**config.mk**
```make
export PLATFORM = sky130hd
export DESIGN_NAME = secp_core
export DESIGN_NICKNAME = d
export VERILOG_FILES = /design/src/shared/secp_pkg.sv /design/src/secp_ahb_regs.sv /design/src/secp_core.sv
export SDC_FILE = /design/constraint.sdc
export NUM_CORES = 2
export LEC_CHECK = 0
export ABC_AREA = 1
export BUFFER_PORTS_ARGS = -buffer_cell sky130_fd_sc_hd__buf_4
export CORE_ASPECT_RATIO = 0.9
export CORE_MARGIN = 5
export CORE_UTILIZATION = 52
export DETAILED_ROUTE_END_ITERATION = 10
export PLACE_DENSITY = 0.79
export SLEW_MARGIN = 20
export SYNTH_ARGS = -nofsm -noshare
export SYNTH_HDL_FRONTEND = slang
export SYNTH_SLANG_ARGS = --single-unit
export TNS_END_PERCENT = 20
```
**constraint.sdc**
```tcl
create_clock -name hclk -period 5.2 [get_ports hclk]
set_clock_uncertainty 0.05 [all_clocks]
set_input_delay 0.52 -clock hclk [delete_from_list [all_inputs] [get_ports hclk]]
set_output_delay 0.52 -clock hclk [all_outputs]
set_load 0.01 [all_outputs]
```
**src/shared/secp_pkg.sv**
```systemverilog
// Shared constants and types of the serial EEPROM command port.
package secp_pkg;

    // Array shape: 64 words of 16 bits, seen as 128 bytes in byte mode.
    localparam int unsigned WORDS      = 64;
    localparam int unsigned WORD_W     = 16;
    localparam int unsigned BYTE_W     = 8;
    localparam int unsigned ADDR_W     = 7;
    localparam int unsigned IDX_W      = 6;
    localparam int unsigned HDR_W      = 9;
    localparam int unsigned CNT_W      = 5;

    // Instruction lengths after the start bit, for word and byte mode.
    localparam logic [4:0]  HDR_LEN16  = 5'h08;
    localparam logic [4:0]  HDR_LEN8   = 5'h09;

    // Opcodes and the sub-codes carried in the top address bits.
    localparam logic [1:0]  OP_SPECIAL = 2'h0;
    localparam logic [1:0]  OP_WRITE   = 2'h1;
    localparam logic [1:0]  OP_READ    = 2'h2;
    localparam logic [1:0]  OP_ERASE   = 2'h3;
    localparam logic [1:0]  SUB_WDIS   = 2'h0;
    localparam logic [1:0]  SUB_WRALL  = 2'h1;
    localparam logic [1:0]  SUB_ERALL  = 2'h2;
    localparam logic [1:0]  SUB_WEN    = 2'h3;

    localparam logic [15:0] ERASED_WORD = 16'hFFFF;

    // Self-timed program or erase cycle, longest time, rounded down.
    localparam int unsigned CLK_PERIOD_PS       = 4000;
    localparam int unsigned PROGRAM_CYCLE_TIME_MS = 5;
    localparam int unsigned PROGRAM_CYCLES =
        PROGRAM_CYCLE_TIME_MS * (1000000000 / CLK_PERIOD_PS);
    localparam int unsigned TIMER_W     = 21;

    // Register map on the AHB-Lite slave.
    localparam logic [7:0]  REG_CTRL    = 8'h00;
    localparam logic [7:0]  REG_STATUS  = 8'h04;
    localparam int unsigned CTRL_LOCK_BIT  = 0;
    localparam int unsigned STAT_BUSY_BIT  = 0;
    localparam int unsigned STAT_WEN_BIT   = 1;
    localparam int unsigned STAT_ORG16_BIT = 2;
    localparam logic [31:0] CTRL_RESET  = 32'h0000_0000;

    typedef enum logic [2:0] {
        ST_IDLE    = 3'b000,
        ST_SHIFT   = 3'b001,
        ST_DESEL   = 3'b011,
        ST_BUSY    = 3'b010,
        ST_READ    = 3'b101
    } secp_state_t;

    typedef enum logic [2:0] {
        CMD_NONE      = 3'h0,
        CMD_WRITE     = 3'h1,
        CMD_ERASE     = 3'h2,
        CMD_ERASE_ALL = 3'h3,
        CMD_WRITE_ALL = 3'h4
    } secp_cmd_t;

endpackage

```
**src/secp_ahb_regs.sv**
```systemverilog
// AHB-Lite slave holding the control and status registers of the port.
module secp_ahb_regs
    import secp_pkg::*;
(
    input  wire logic        hclk,
    input  wire logic        hresetn,
    input  wire logic        hsel,
    input  wire logic [31:0] haddr,
    input  wire logic [1:0]  htrans,
    input  wire logic        hwrite,
    input  wire logic [2:0]  hsize,
    input  wire logic        hready,
    input  wire logic [31:0] hwdata,
    output logic      [31:0] hrdata,
    output logic             hreadyout,
    output logic             hresp,
    output logic             write_lock,
    input  wire logic [2:0]  status_bits
);

    logic [31:0] ctrl_r;
    logic        wr_pend_r;
    logic [7:0]  wr_addr_r;
    logic [31:0] hrdata_r;

    // Writes are served for whole-word size only, reads for any size; every answer is zero-wait OKAY.
    wire         addr_phase = hsel & hready & htrans[1];
    wire         size_ok    = (hsize == 3'h2);
    wire  [7:0]  offset     = haddr[7:0];
    wire         hit_ctrl   = (haddr[31:8] == 24'h0) & (offset == REG_CTRL);
    wire         hit_stat   = (haddr[31:8] == 24'h0) & (offset == REG_STATUS);
    wire  [31:0] rd_mux     = hit_ctrl ? ctrl_r
                            : hit_stat ? {29'h0, status_bits}
                            : 32'h0000_0000;
    wire         wr_ctrl    = wr_pend_r & (wr_addr_r == REG_CTRL);

    always_ff @(posedge hclk or negedge hresetn)
    begin
        if (!hresetn)
        begin
            ctrl_r    <= CTRL_RESET;
            wr_pend_r <= 1'b0;
            wr_addr_r <= 8'h00;
            hrdata_r  <= 32'h0000_0000;
        end
        else
        begin
            wr_pend_r <= addr_phase & hwrite & size_ok & (haddr[31:8] == 24'h0);
            wr_addr_r <= offset;
            if (addr_phase && !hwrite)
                hrdata_r <= rd_mux;
            if (wr_ctrl)
                ctrl_r <= {31'h0, hwdata[CTRL_LOCK_BIT]};
        end
    end

    assign hrdata     = hrdata_r;
    assign hreadyout  = 1'b1;
    assign hresp      = 1'b0;
    assign write_lock = ctrl_r[CTRL_LOCK_BIT];

endmodule

```
**src/secp_core.sv**
```systemverilog
// Serial command port of a 1 kbit EEPROM with its array, timer and register slave.
module secp_core
    import secp_pkg::*;
#(
    parameter int unsigned PROG_CYCLES = PROGRAM_CYCLES
)
(
    input  wire logic        hclk,
    input  wire logic        hresetn,
    input  wire logic        hsel,
    input  wire logic [31:0] haddr,
    input  wire logic [1:0]  htrans,
    input  wire logic        hwrite,
    input  wire logic [2:0]  hsize,
    input  wire logic        hready,
    input  wire logic [31:0] hwdata,
    output logic      [31:0] hrdata,
    output logic             hreadyout,
    output logic             hresp,
    input  wire logic        chip_select,
    input  wire logic        serial_clock_in,
    input  wire logic        serial_data_in,
    input  wire logic        word_width_select,
    output logic             serial_data_out,
    output logic             serial_data_out_oe
);

    if (PROG_CYCLES < 1 || PROG_CYCLES >= (1 << TIMER_W))
        $error("PROG_CYCLES must lie between 1 and the timer range");

    // Pin synchronisers: index 0 select, 1 clock, 2 data, 3 organization.
    logic [3:0]  sync_q1_r;
    logic [3:0]  sync_q2_r;
    logic        sck_d_r;

    for (genvar g = 0; g < 4; g++)
    begin : g_sync
        always_ff @(posedge hclk or negedge hresetn)
        begin
            if (!hresetn)
            begin
                sync_q1_r[g] <= 1'b0;
                sync_q2_r[g] <= 1'b0;
            end
            else
            begin
                sync_q1_r[g] <= g == 0 ? chip_select
                              : g == 1 ? serial_clock_in
                              : g == 2 ? serial_data_in
                              : word_width_select;
                sync_q2_r[g] <= sync_q1_r[g];
            end
        end
    end

    wire         sel_s    = sync_q2_r[0];
    wire         din_s    = sync_q2_r[2];
    wire         org_s    = sync_q2_r[3];
    wire         sck_rise = sync_q2_r[1] & ~sck_d_r;

    // Word index of an address; byte mode drops bit 0, which selects the lane.
    function automatic logic [IDX_W-1:0] word_index(input logic [ADDR_W-1:0] a,
                                                    input logic             o16);
        word_index = o16 ? a[IDX_W-1:0] : a[ADDR_W-1:1];
    endfunction

    secp_state_t              state_r, state_nxt;
    secp_cmd_t                cmd_r, cmd_nxt;
    logic [CNT_W-1:0]         cnt_r, cnt_nxt;
    logic [HDR_W-1:0]         hdr_r, hdr_nxt;
    logic [WORD_W-1:0]        dat_r, dat_nxt;
    logic [ADDR_W-1:0]        addr_r, addr_nxt;
    logic [WORD_W-1:0]        rd_r, rd_nxt;
    logic [TIMER_W-1:0]       timer_r, timer_nxt;
    logic                     org16_r, org16_nxt;
    logic                     wen_r, wen_nxt;
    logic                     pend_r, pend_nxt;
    logic                     status_r, status_nxt;
    logic                     dout_r, dout_nxt;
    logic                     pin_do_r, pin_oe_r;
    logic                     mem_go;
    logic [WORD_W-1:0]        mem_r [WORDS];
    logic                     write_lock;

    // Header decode on the bit being sampled now.
    wire  [HDR_W-1:0]  hdr_shift = {hdr_r[HDR_W-2:0], din_s};
    wire  [4:0]        hdr_len   = org16_r ? HDR_LEN16 : HDR_LEN8;
    wire  [4:0]        data_len  = org16_r ? 5'(WORD_W) : 5'(BYTE_W);
    wire  [4:0]        total_len = 5'(hdr_len + data_len);
    wire  [1:0]        hdr_op    = org16_r ? hdr_shift[7:6] : hdr_shift[8:7];
    wire  [ADDR_W-1:0] hdr_addr  = org16_r ? {1'b0, hdr_shift[5:0]} : hdr_shift[6:0];
    wire  [1:0]        hdr_sub   = org16_r ? hdr_shift[5:4] : hdr_shift[6:5];
    wire               hdr_end   = (cnt_r == 5'(hdr_len - 5'h01));
    wire               data_end  = (cnt_r == 5'(total_len - 5'h01));
    wire               may_write = wen_r & ~write_lock;

    // Word read for a read instruction; byte mode puts the byte in the top half.
    wire  [WORD_W-1:0] rd_word   = mem_r[word_index(hdr_addr, org16_r)];
    wire  [BYTE_W-1:0] rd_byte   = hdr_addr[0] ? rd_word[7:0] : rd_word[15:8];
    wire  [WORD_W-1:0] rd_load   = org16_r ? rd_word : {rd_byte, 8'h00};

    always_comb
    begin
        state_nxt = state_r;
        cmd_nxt   = cmd_r;
        cnt_nxt   = cnt_r;
        hdr_nxt   = hdr_r;
        dat_nxt   = dat_r;
        addr_nxt  = addr_r;
        rd_nxt    = rd_r;
        timer_nxt = timer_r;
        org16_nxt = org16_r;
        wen_nxt   = wen_r;
        pend_nxt  = pend_r;
        dout_nxt  = dout_r;
        mem_go    = 1'b0;
        case (state_r)
            ST_IDLE:
            begin
                if (sel_s && !status_r && sck_rise && din_s)
                begin
                    state_nxt = ST_SHIFT;
                    cnt_nxt   = '0;
                    hdr_nxt   = '0;
                    dat_nxt   = '0;
                    org16_nxt = org_s;
                end
            end
            ST_SHIFT:
            begin
                if (!sel_s)
                    state_nxt = ST_IDLE;
                else if (sck_rise)
                begin
                    cnt_nxt = 5'(cnt_r + 5'h01);
                    if (cnt_r < hdr_len)
                        hdr_nxt = hdr_shift;
                    else
                        dat_nxt = {dat_r[WORD_W-2:0], din_s};
                    if (hdr_end)
                    begin
                        addr_nxt = hdr_addr;
                        pend_nxt = may_write;
                        case (hdr_op)
                            OP_READ:
                            begin
                                state_nxt = ST_READ;
                                rd_nxt    = rd_load;
                                dout_nxt  = 1'b0;
                            end
                            OP_WRITE:
                                cmd_nxt = CMD_WRITE;
                            OP_ERASE:
                            begin
                                cmd_nxt   = CMD_ERASE;
                                state_nxt = ST_DESEL;
                            end
                            default:
                            begin
                                case (hdr_sub)
                                    SUB_WEN:
                                    begin
                                        wen_nxt   = 1'b1;
                                        cmd_nxt   = CMD_NONE;
                                        state_nxt = ST_DESEL;
                                    end
                                    SUB_WDIS:
                                    begin
                                        wen_nxt   = 1'b0;
                                        cmd_nxt   = CMD_NONE;
                                        state_nxt = ST_DESEL;
                                    end
                                    SUB_ERALL:
                                    begin
                                        cmd_nxt   = CMD_ERASE_ALL;
                                        state_nxt = ST_DESEL;
                                    end
                                    default:
                                        cmd_nxt = CMD_WRITE_ALL;
                                endcase
                            end
                        endcase
                    end
                    else if (data_end)
                        state_nxt = ST_DESEL;
                end
            end
            ST_READ:
            begin
                if (!sel_s)
                    state_nxt = ST_IDLE;
                else if (sck_rise)
                begin
                    dout_nxt = rd_r[WORD_W-1];
                    rd_nxt   = {rd_r[WORD_W-2:0], 1'b0};
                end
            end
            ST_DESEL:
            begin
                if (!sel_s)
                begin
                    if (pend_r && cmd_r != CMD_NONE)
                    begin
                        state_nxt = ST_BUSY;
                        timer_nxt = TIMER_W'(PROG_CYCLES - 1);
                        mem_go    = 1'b1;
                    end
                    else
                        state_nxt = ST_IDLE;
                end
            end
            ST_BUSY:
            begin
                if (timer_r == '0)
                    state_nxt = ST_IDLE;
                else
                    timer_nxt = timer_r - 1'b1;
            end
            default:
                state_nxt = ST_IDLE;
        endcase
    end

    // Status shows while selected during a cycle and holds after it while still selected; a dummy one ends it when ready.
    always_comb
    begin
        status_nxt = sel_s
                   && (state_r == ST_BUSY
                       || (status_r && !(sck_rise && din_s)));
    end

    always_ff @(posedge hclk or negedge hresetn)
    begin
        if (!hresetn)
        begin
            sck_d_r  <= 1'b0;
            state_r  <= ST_IDLE;
            cmd_r    <= CMD_NONE;
            cnt_r    <= '0;
            hdr_r    <= '0;
            dat_r    <= '0;
            addr_r   <= '0;
            rd_r     <= '0;
            timer_r  <= '0;
            org16_r  <= 1'b1;
            wen_r    <= 1'b0;
            pend_r   <= 1'b0;
            status_r <= 1'b0;
            dout_r   <= 1'b0;
            pin_do_r <= 1'b0;
            pin_oe_r <= 1'b0;
        end
        else
        begin
            sck_d_r  <= sync_q2_r[1];
            state_r  <= state_nxt;
            cmd_r    <= cmd_nxt;
            cnt_r    <= cnt_nxt;
            hdr_r    <= hdr_nxt;
            dat_r    <= dat_nxt;
            addr_r   <= addr_nxt;
            rd_r     <= rd_nxt;
            timer_r  <= timer_nxt;
            org16_r  <= org16_nxt;
            wen_r    <= wen_nxt;
            pend_r   <= pend_nxt;
            status_r <= status_nxt;
            dout_r   <= dout_nxt;
            pin_oe_r <= status_nxt | (state_nxt == ST_READ);
            pin_do_r <= status_nxt ? (state_nxt != ST_BUSY) : dout_nxt;
        end
    end

    // Array update, done at the start of the self-timed cycle; the timer models its length.
    wire               op_all   = (cmd_r == CMD_ERASE_ALL) | (cmd_r == CMD_WRITE_ALL);
    wire               op_erase = (cmd_r == CMD_ERASE) | (cmd_r == CMD_ERASE_ALL);
    wire  [IDX_W-1:0]  wr_idx   = word_index(addr_r, org16_r);
    wire  [WORD_W-1:0] wr_src   = op_erase ? ERASED_WORD
                                : org16_r  ? dat_r
                                : {dat_r[7:0], dat_r[7:0]};

    for (genvar w = 0; w < WORDS; w++)
    begin : g_mem
        wire              hit = mem_go & (op_all | (wr_idx == IDX_W'(w)));
        wire [WORD_W-1:0] cur = mem_r[w];
        wire [WORD_W-1:0] upd = (org16_r || op_all) ? wr_src
                              : addr_r[0] ? {cur[15:8], wr_src[7:0]}
                              : {wr_src[15:8], cur[7:0]};
        always_ff @(posedge hclk or negedge hresetn)
        begin
            if (!hresetn)
                mem_r[w] <= ERASED_WORD;
            else if (hit)
                mem_r[w] <= upd;
        end
    end

    secp_ahb_regs u_regs
    (
        .hclk        (hclk),
        .hresetn     (hresetn),
        .hsel        (hsel),
        .haddr       (haddr),
        .htrans      (htrans),
        .hwrite      (hwrite),
        .hsize       (hsize),
        .hready      (hready),
        .hwdata      (hwdata),
        .hrdata      (hrdata),
        .hreadyout   (hreadyout),
        .hresp       (hresp),
        .write_lock  (write_lock),
        .status_bits ({org16_r, wen_r, state_r == ST_BUSY})
    );

    assign serial_data_out    = pin_do_r;
    assign serial_data_out_oe = pin_oe_r;

endmodule

```
## Word-level counts from Yosys, hierarchy flattened

Cells that the tools add are included.
W data, S select, Z words.

- Output and inout bits: 36
- Flip-flop bits (word level): 1161
- Word-level logic and storage cells: 638
- Input bits: 78

- Bitwise operators: 146
- Add/sub/neg operators: 5
- Order comparisons: 2
- Eq/ne operators: 94
- Reduce and logical (&&, ||, !) cells: 166
- Multiplexer cells: 69

Operator list:

| kind | count |
|---|---|
| $mux W16 | 17 |
| $reduce_and A2 Y1 | 129 |
| $eq A6 B6 Y1 const B | 32 |
| $bmux W16 S6 | 1 |
| $eq A6 B5 Y1 const B | 16 |
| $and A1 B1 Y1 | 74 |
| $or A1 B1 Y1 | 67 |
| $pmux W16 S2 | 2 |
| $mux W21 | 3 |
| $eq A6 B4 Y1 const B | 8 |
| $pmux W21 S2 | 1 |
| $mux W8 | 5 |
| $mux W32 | 1 |
| $mux W3 | 10 |
| $eq A6 B3 Y1 const B | 4 |
| $logic_not A24 Y1 | 1 |
| $ne A2 B2 Y1 const B | 11 |
| $logic_not A21 Y1 | 1 |
| $sub A21 B1 Y21 const B | 1 |
| $mux W5 | 4 |
| $pmux W3 S3 | 2 |
| $logic_not A8 Y1 | 2 |
| $pmux W8 S2 | 1 |
| $eq A3 B2 Y1 const B | 5 |
| other kinds (40) | 84 |

## Depth between registers and ports, before layout

- Depth after elaboration: 13
- Mapped depth: 18
- Depth with buffers taken out: 15

## By module

Synthesis repeated with hierarchy kept, for this count alone.

- Cells, all modules: 7394
- Area, all modules: 57709.1 µm²

By module, submodules not included:

| module | area an instance (µm²) | times used | cells each | sequential area each (µm²) |
|---|---|---|---|---|
| secp_core | 56887.1 | 1 | 7289 | 29284.3 |
| secp_ahb_regs | 822.0 | 1 | 105 | 325.3 |

## Worst setup path after synthesis

No wires, ideal clock.

- Path kind: register -> register
- Start: register org16_r
- End: register rd_r[1]
- Path buffers: 4
- Required time: 5.034 ns
- Cell stages (with the launch flop): 14
- Arrival time: 2.272 ns
- Setup time: 0.116 ns
- Slack: 2.762 ns
- Clock period less this slack: 2.438 ns
- Cells stage by stage: dfstp_2 buf_6 inv_4 clkbuf_1 clkbuf_1 ha_1 nor3_1 nand2_1 inv_1 o21ai_1 buf_2 nor2_1 nand2_1 o311ai_0

- Cells in the longest elaborated chain, start to end: 12
- Elaborated cells on any way between the ends: 20
- Classes of those cells: add/sub: 1; eq/ne: 4; mux: 13; bitwise: 1; reduce/logical: 1

Ends and longest elaborated chain:

| item | line | text |
|---|---|---|
| start: declaration | secp_core.sv:75 | `logic org16_r, org16_nxt;` |
| start signal: assignment | secp_core.sv:264 | `org16_r <= org16_nxt;` |
| $mux W7 | secp_core.sv:91 | `wire [ADDR_W-1:0] hdr_addr = org16_r ? {1'b0, hdr_shift[5:0]} : hdr_shift[6:0];` |
| $mux W6 | secp_core.sv:64 | `word_index = o16 ? a[IDX_W-1:0] : a[ADDR_W-1:1];` |
| $not A6 Y7 (implied by the code) | secp_core.sv:98 | `wire [WORD_W-1:0] rd_word = mem_r[word_index(hdr_addr, org16_r)];` |
| $bmux W16 S6 | secp_core.sv:98 |  |
| $mux W16 (implied by the code) (2 in series) | secp_core.sv:98 |  |
| $mux W16 | secp_core.sv:100 | `wire [WORD_W-1:0] rd_load = org16_r ? rd_word : {rd_byte, 8'h00};` |
| $mux W16 | secp_core.sv:144 | `case (hdr_op)` |
| $mux W16 | secp_core.sv:140 | `if (hdr_end)` |
| $mux W16 | secp_core.sv:133 | `else if (sck_rise)` |
| $mux W16 | secp_core.sv:131 | `if (!sel_s)` |
| $pmux W16 S2 | secp_core.sv:117 | `case (state_r)` |
| end signal: assignment | secp_core.sv:262 | `rd_r <= rd_nxt;` |
| end: declaration | secp_core.sv:73 | `logic [WORD_W-1:0] rd_r, rd_nxt;` |

Several ways; a longest one is shown, not always the timed one. The select of a mux whose other input is x is not followed.
A chain may end at the register's enable or synchronous reset.

## Final worst setup path

- Start: register org16_r
- End: register rd_r[15]

- Cells in the longest elaborated chain, start to end: 13
- Elaborated cells on any way between the ends: 21
- Classes of those cells: add/sub: 1; eq/ne: 4; mux: 14; bitwise: 1; reduce/logical: 1

Ends and longest elaborated chain:

| item | line | text |
|---|---|---|
| $mux W7 | secp_core.sv:91 |  |
| $mux W6 | secp_core.sv:64 |  |
| $not A6 Y7 (implied by the code) | secp_core.sv:98 |  |
| $bmux W16 S6 | secp_core.sv:98 |  |
| $mux W16 (implied by the code) (2 in series) | secp_core.sv:98 |  |
| $mux W8 | secp_core.sv:99 | `wire [BYTE_W-1:0] rd_byte = hdr_addr[0] ? rd_word[7:0] : rd_word[15:8];` |
| $mux W16 | secp_core.sv:100 |  |
| $mux W16 | secp_core.sv:144 |  |
| $mux W16 | secp_core.sv:140 |  |
| $mux W16 | secp_core.sv:133 |  |
| $mux W16 | secp_core.sv:131 |  |
| $pmux W16 S2 | secp_core.sv:117 |  |

Several ways; a longest one is shown, not always the timed one. The select of a mux whose other input is x is not followed.

==> metrics.txt <==
Synth Area in Compound Gates 11.16%; first-pass GRT wire length 251200 um; DIE AREA 117700 sq um; DP HPWL 93610 um; most common cell after layout, fill and taps aside nand2_1; Worst setup EP type register; root buf cell clkbuf_16; Final setup viols 0; mapped cell area slightly below 60000 sq um; mean number of vias per cell 5.588; Setup Buffers After CTS 0; WP data arrival 4.41 ns; Hold WC Path Type primary input to register; GRT overflow 0; maxcap violations 0; Area growth, synth to finish 8.851%; Final #Nets 7218; initial DRC count between 5k and 6k; Leakage 23.70 nW; FILL cells between 9k and 10k; WL final 157000 um; Setup WS post-layout 1.327 ns; final hold violation count 0; ratio of cells with drive above 1 in the final layout 21.62%; Core Region 110700 sq um; H-tree Lvls 3; Vias between 40k and 50k; Clock Latency Late Sink just over 0.7 ns; Place WS around 1.5 ns; Tcrit/Tclk final 74.47%; post-synthesis simple-gate area fraction between 20% and 30%; clock tree buffer depth 3; Initial Util 52.11%; largest net degree at the start of global routing between 150 and 200; CP Class register to register; Peak VDD IR approximately 0.30 mV; synthesis warning total 0; Crit Path Max Fanout 34; Slew @ Worst Pin 1.104 ns; number of global-route vias before repair between 40k and 50k; DRT antenna net count 0; DRC viols 0; hold slack final 0.2144 ns; CP Launch Type register; register area share after synthesis roughly half; DIE HEIGHT about 330 um; Max Freq 258.2 MHz; setup_tns 0 ns; Area after DPL slightly below 60000 sq um; chip width approximately 360 um; minimum clock period after layout 3.873 ns; initial antenna violation count 1; TritonCTS clock tree yes; most frequent cells in the layout 2266 x nand2_1, 1025 x dfstp_2, 1002 x nand3_1; register bit total from synthesis between 1k and 1.5k; Slew headroom 26.26%; Data required, critical path 5.73 ns; CTS sink cnt 1132; design area 62810 sq um; synth unique cells 49; main combinational cell family by area after synthesis simple AND/OR/NAND/NOR gates; GRT Util Overall 26.08%; Post-Synth XOR/XNOR Area 0.06071%; outcome finished clean; Total Power 20.37 mW; # rows 116; RSZ-0062 raised after global routing false; PwrDens 324.4 nW/um^2; post-synthesis adder-cell area fraction less than 1%; Avg Cell Area, Syn 7.828 sq um; first drt pass iteration count 6; PortBufs 50; num ports 114; ys flop type dfstp_2; Inserted Diodes 0; post-synthesis mux area share less than 1%; RD Place Congestion approximately 1; Post-synth EDFFs 0; Reg clk slew, reported paths 0.06 ns; routed length per placed instance 18.04 um; fin. max-slew vios 0; clock buffer count from CTS 113; async set-reset flop share out of synthesis 100.0%; Mapped Cells 7372
## sequential cells by signal, summed over array words and instances (netlist names), 3 cells and up
signal / count
cnt_r: 5
addr_r: 7
cmd_r: 3
dat_r: 16
hdr_r: 8
sync_q1_r: 4
state_r: 3
u_regs.hrdata: 3
u_regs.wr_addr_r: 8
g_mem.cur: 1024
rd_r: 16
timer_r: 21
## synthesized netlist by cell type (2+ instances only)
| master | count | share of area, % |
|---|---|---|
| buf_1 | 31 | 0.20 |
| nor4_1 | 11 | 0.12 |
| nor3_1 | 14 | 0.12 |
| o31ai_1 | 4 | 0.052 |
| xor2_1 | 3 | 0.046 |
| clkinv_1 | 2 | 0.013 |
| inv_2 | 5 | 0.033 |
| a22oi_1 | 3 | 0.039 |
| a211oi_1 | 3 | 0.039 |
| dfrtp_1 | 107 | 4.6 |
| inv_1 | 894 | 5.8 |
| conb_1 | 2 | 0.013 |
| ha_1 | 6 | 0.13 |
| buf_4 | 40 | 0.52 |
| or2_1 | 3 | 0.033 |
| buf_2 | 253 | 2.2 |
| a21oi_1 | 31 | 0.27 |
| nor2_2 | 3 | 0.033 |
| nand4_1 | 7 | 0.076 |
| nand3b_1 | 40 | 0.52 |
| nor2_1 | 81 | 0.53 |
| buf_6 | 2 | 0.039 |
| nand3_2 | 119 | 2.1 |
| o311ai_0 | 2 | 0.030 |
| o211ai_1 | 10 | 0.13 |
| dfstp_2 | 1025 | 47 |
| o21ai_1 | 194 | 1.7 |
| nand2_1 | 2270 | 15 |
| a31oi_1 | 2 | 0.022 |
| o21ai_2 | 51 | 0.77 |
| nand3_1 | 1002 | 8.7 |
| o21ai_0 | 900 | 7.8 |
| nand2_2 | 8 | 0.087 |
| clkbuf_1 | 206 | 1.3 |
| o22ai_1 | 24 | 0.26 |
## per-layer routing
layer  track usage [%]  vias up  wire length (um)
li1                  -    22940                 -
met1             36.64    23300             67070
met2             40.87     2049             70890
met3             4.545      361             13360
met4             9.413        0              5670
met5                 0        -                 0
## critical path, cell delays in order (launching register included)
cell,delay (ns)
dfstp_2,0.57
buf_4,0.46
nand2_1,0.18
o21ai_4,0.41
inv_2,0.57
buf_4,0.36
nand3_1,0.11
nand3_1,0.20
nand3_1,0.30
nand3_1,0.19
nand2_1,0.12
nand2_1,0.05
nand2_1,0.09
nand2_1,0.05
## cell families after synthesis
group	Yosys count
simple gates	3564
buf+inv	1434
compound gates	1228
flops	1132
fa+ha+maj	6
xor+xnor	4
other cells	2
mux	2
## where the power goes
part	total, mW	switching (mW)	leakage (nW)	internal [mW]
Sequential	8.88	0.0156	12.0	8.87
Combinational	2.91	2.14	9.75	0.773
Clock	8.58	3.53	1.94	5.05
Total	20.4	5.68	23.7	14.7
## path summary, 6_finish.rpt
kind                                         from                      endpoint  slack [ns]  cells after the start
max                           org16_r$_DFFE_PN1P_          rd_r[15]$_DFFE_PN0P_        1.33                     13
min                                        hwrite  u_regs.hrdata[2]$_DFFE_PN0P_        0.21                      4
max reg2reg                   org16_r$_DFFE_PN1P_          rd_r[15]$_DFFE_PN0P_        1.33                     13
min reg2reg                sync_q1_r[3]$_DFF_PN0_               org_s$_DFF_PN0_        0.30                      0
max in group asynchronous                 hresetn              dout_r$_DFF_PN0_        3.95                      2
min in group asynchronous                 hresetn  g_mem[62].cur[0]$_DFFE_PN1P_        0.22                      1
## cell type report
class                   count  area, sq um  share of cell area (%)
clock buffers             168         3401                   5.414
clock inverters            42        508.0                  0.8087
inverters                 902         3398                   5.410
multi-input cells        4835        22590                   35.96
flip-flops and latches   1132        29610                   47.14
well taps                1475         1846                   2.938
repair buffers            150         1461                   2.327
## per-stage QoR
step | instances | util, %
5_1_grt | 8704 | 56.72
3_3_place_gp | 8478 | 53.04
3_5_place_dp | 8478 | 53.04
6_report | 8704 | 56.72
4_1_cts | 8704 | 56.71
2_1_floorplan | 7401 | -
## what timing repair did
item,in CTS,in global routing
hold endpoints to repair,14,0
gates resized for setup,0,0
hold buffers,16,0
Note: power is estimated with default switching activity, not from simulation.
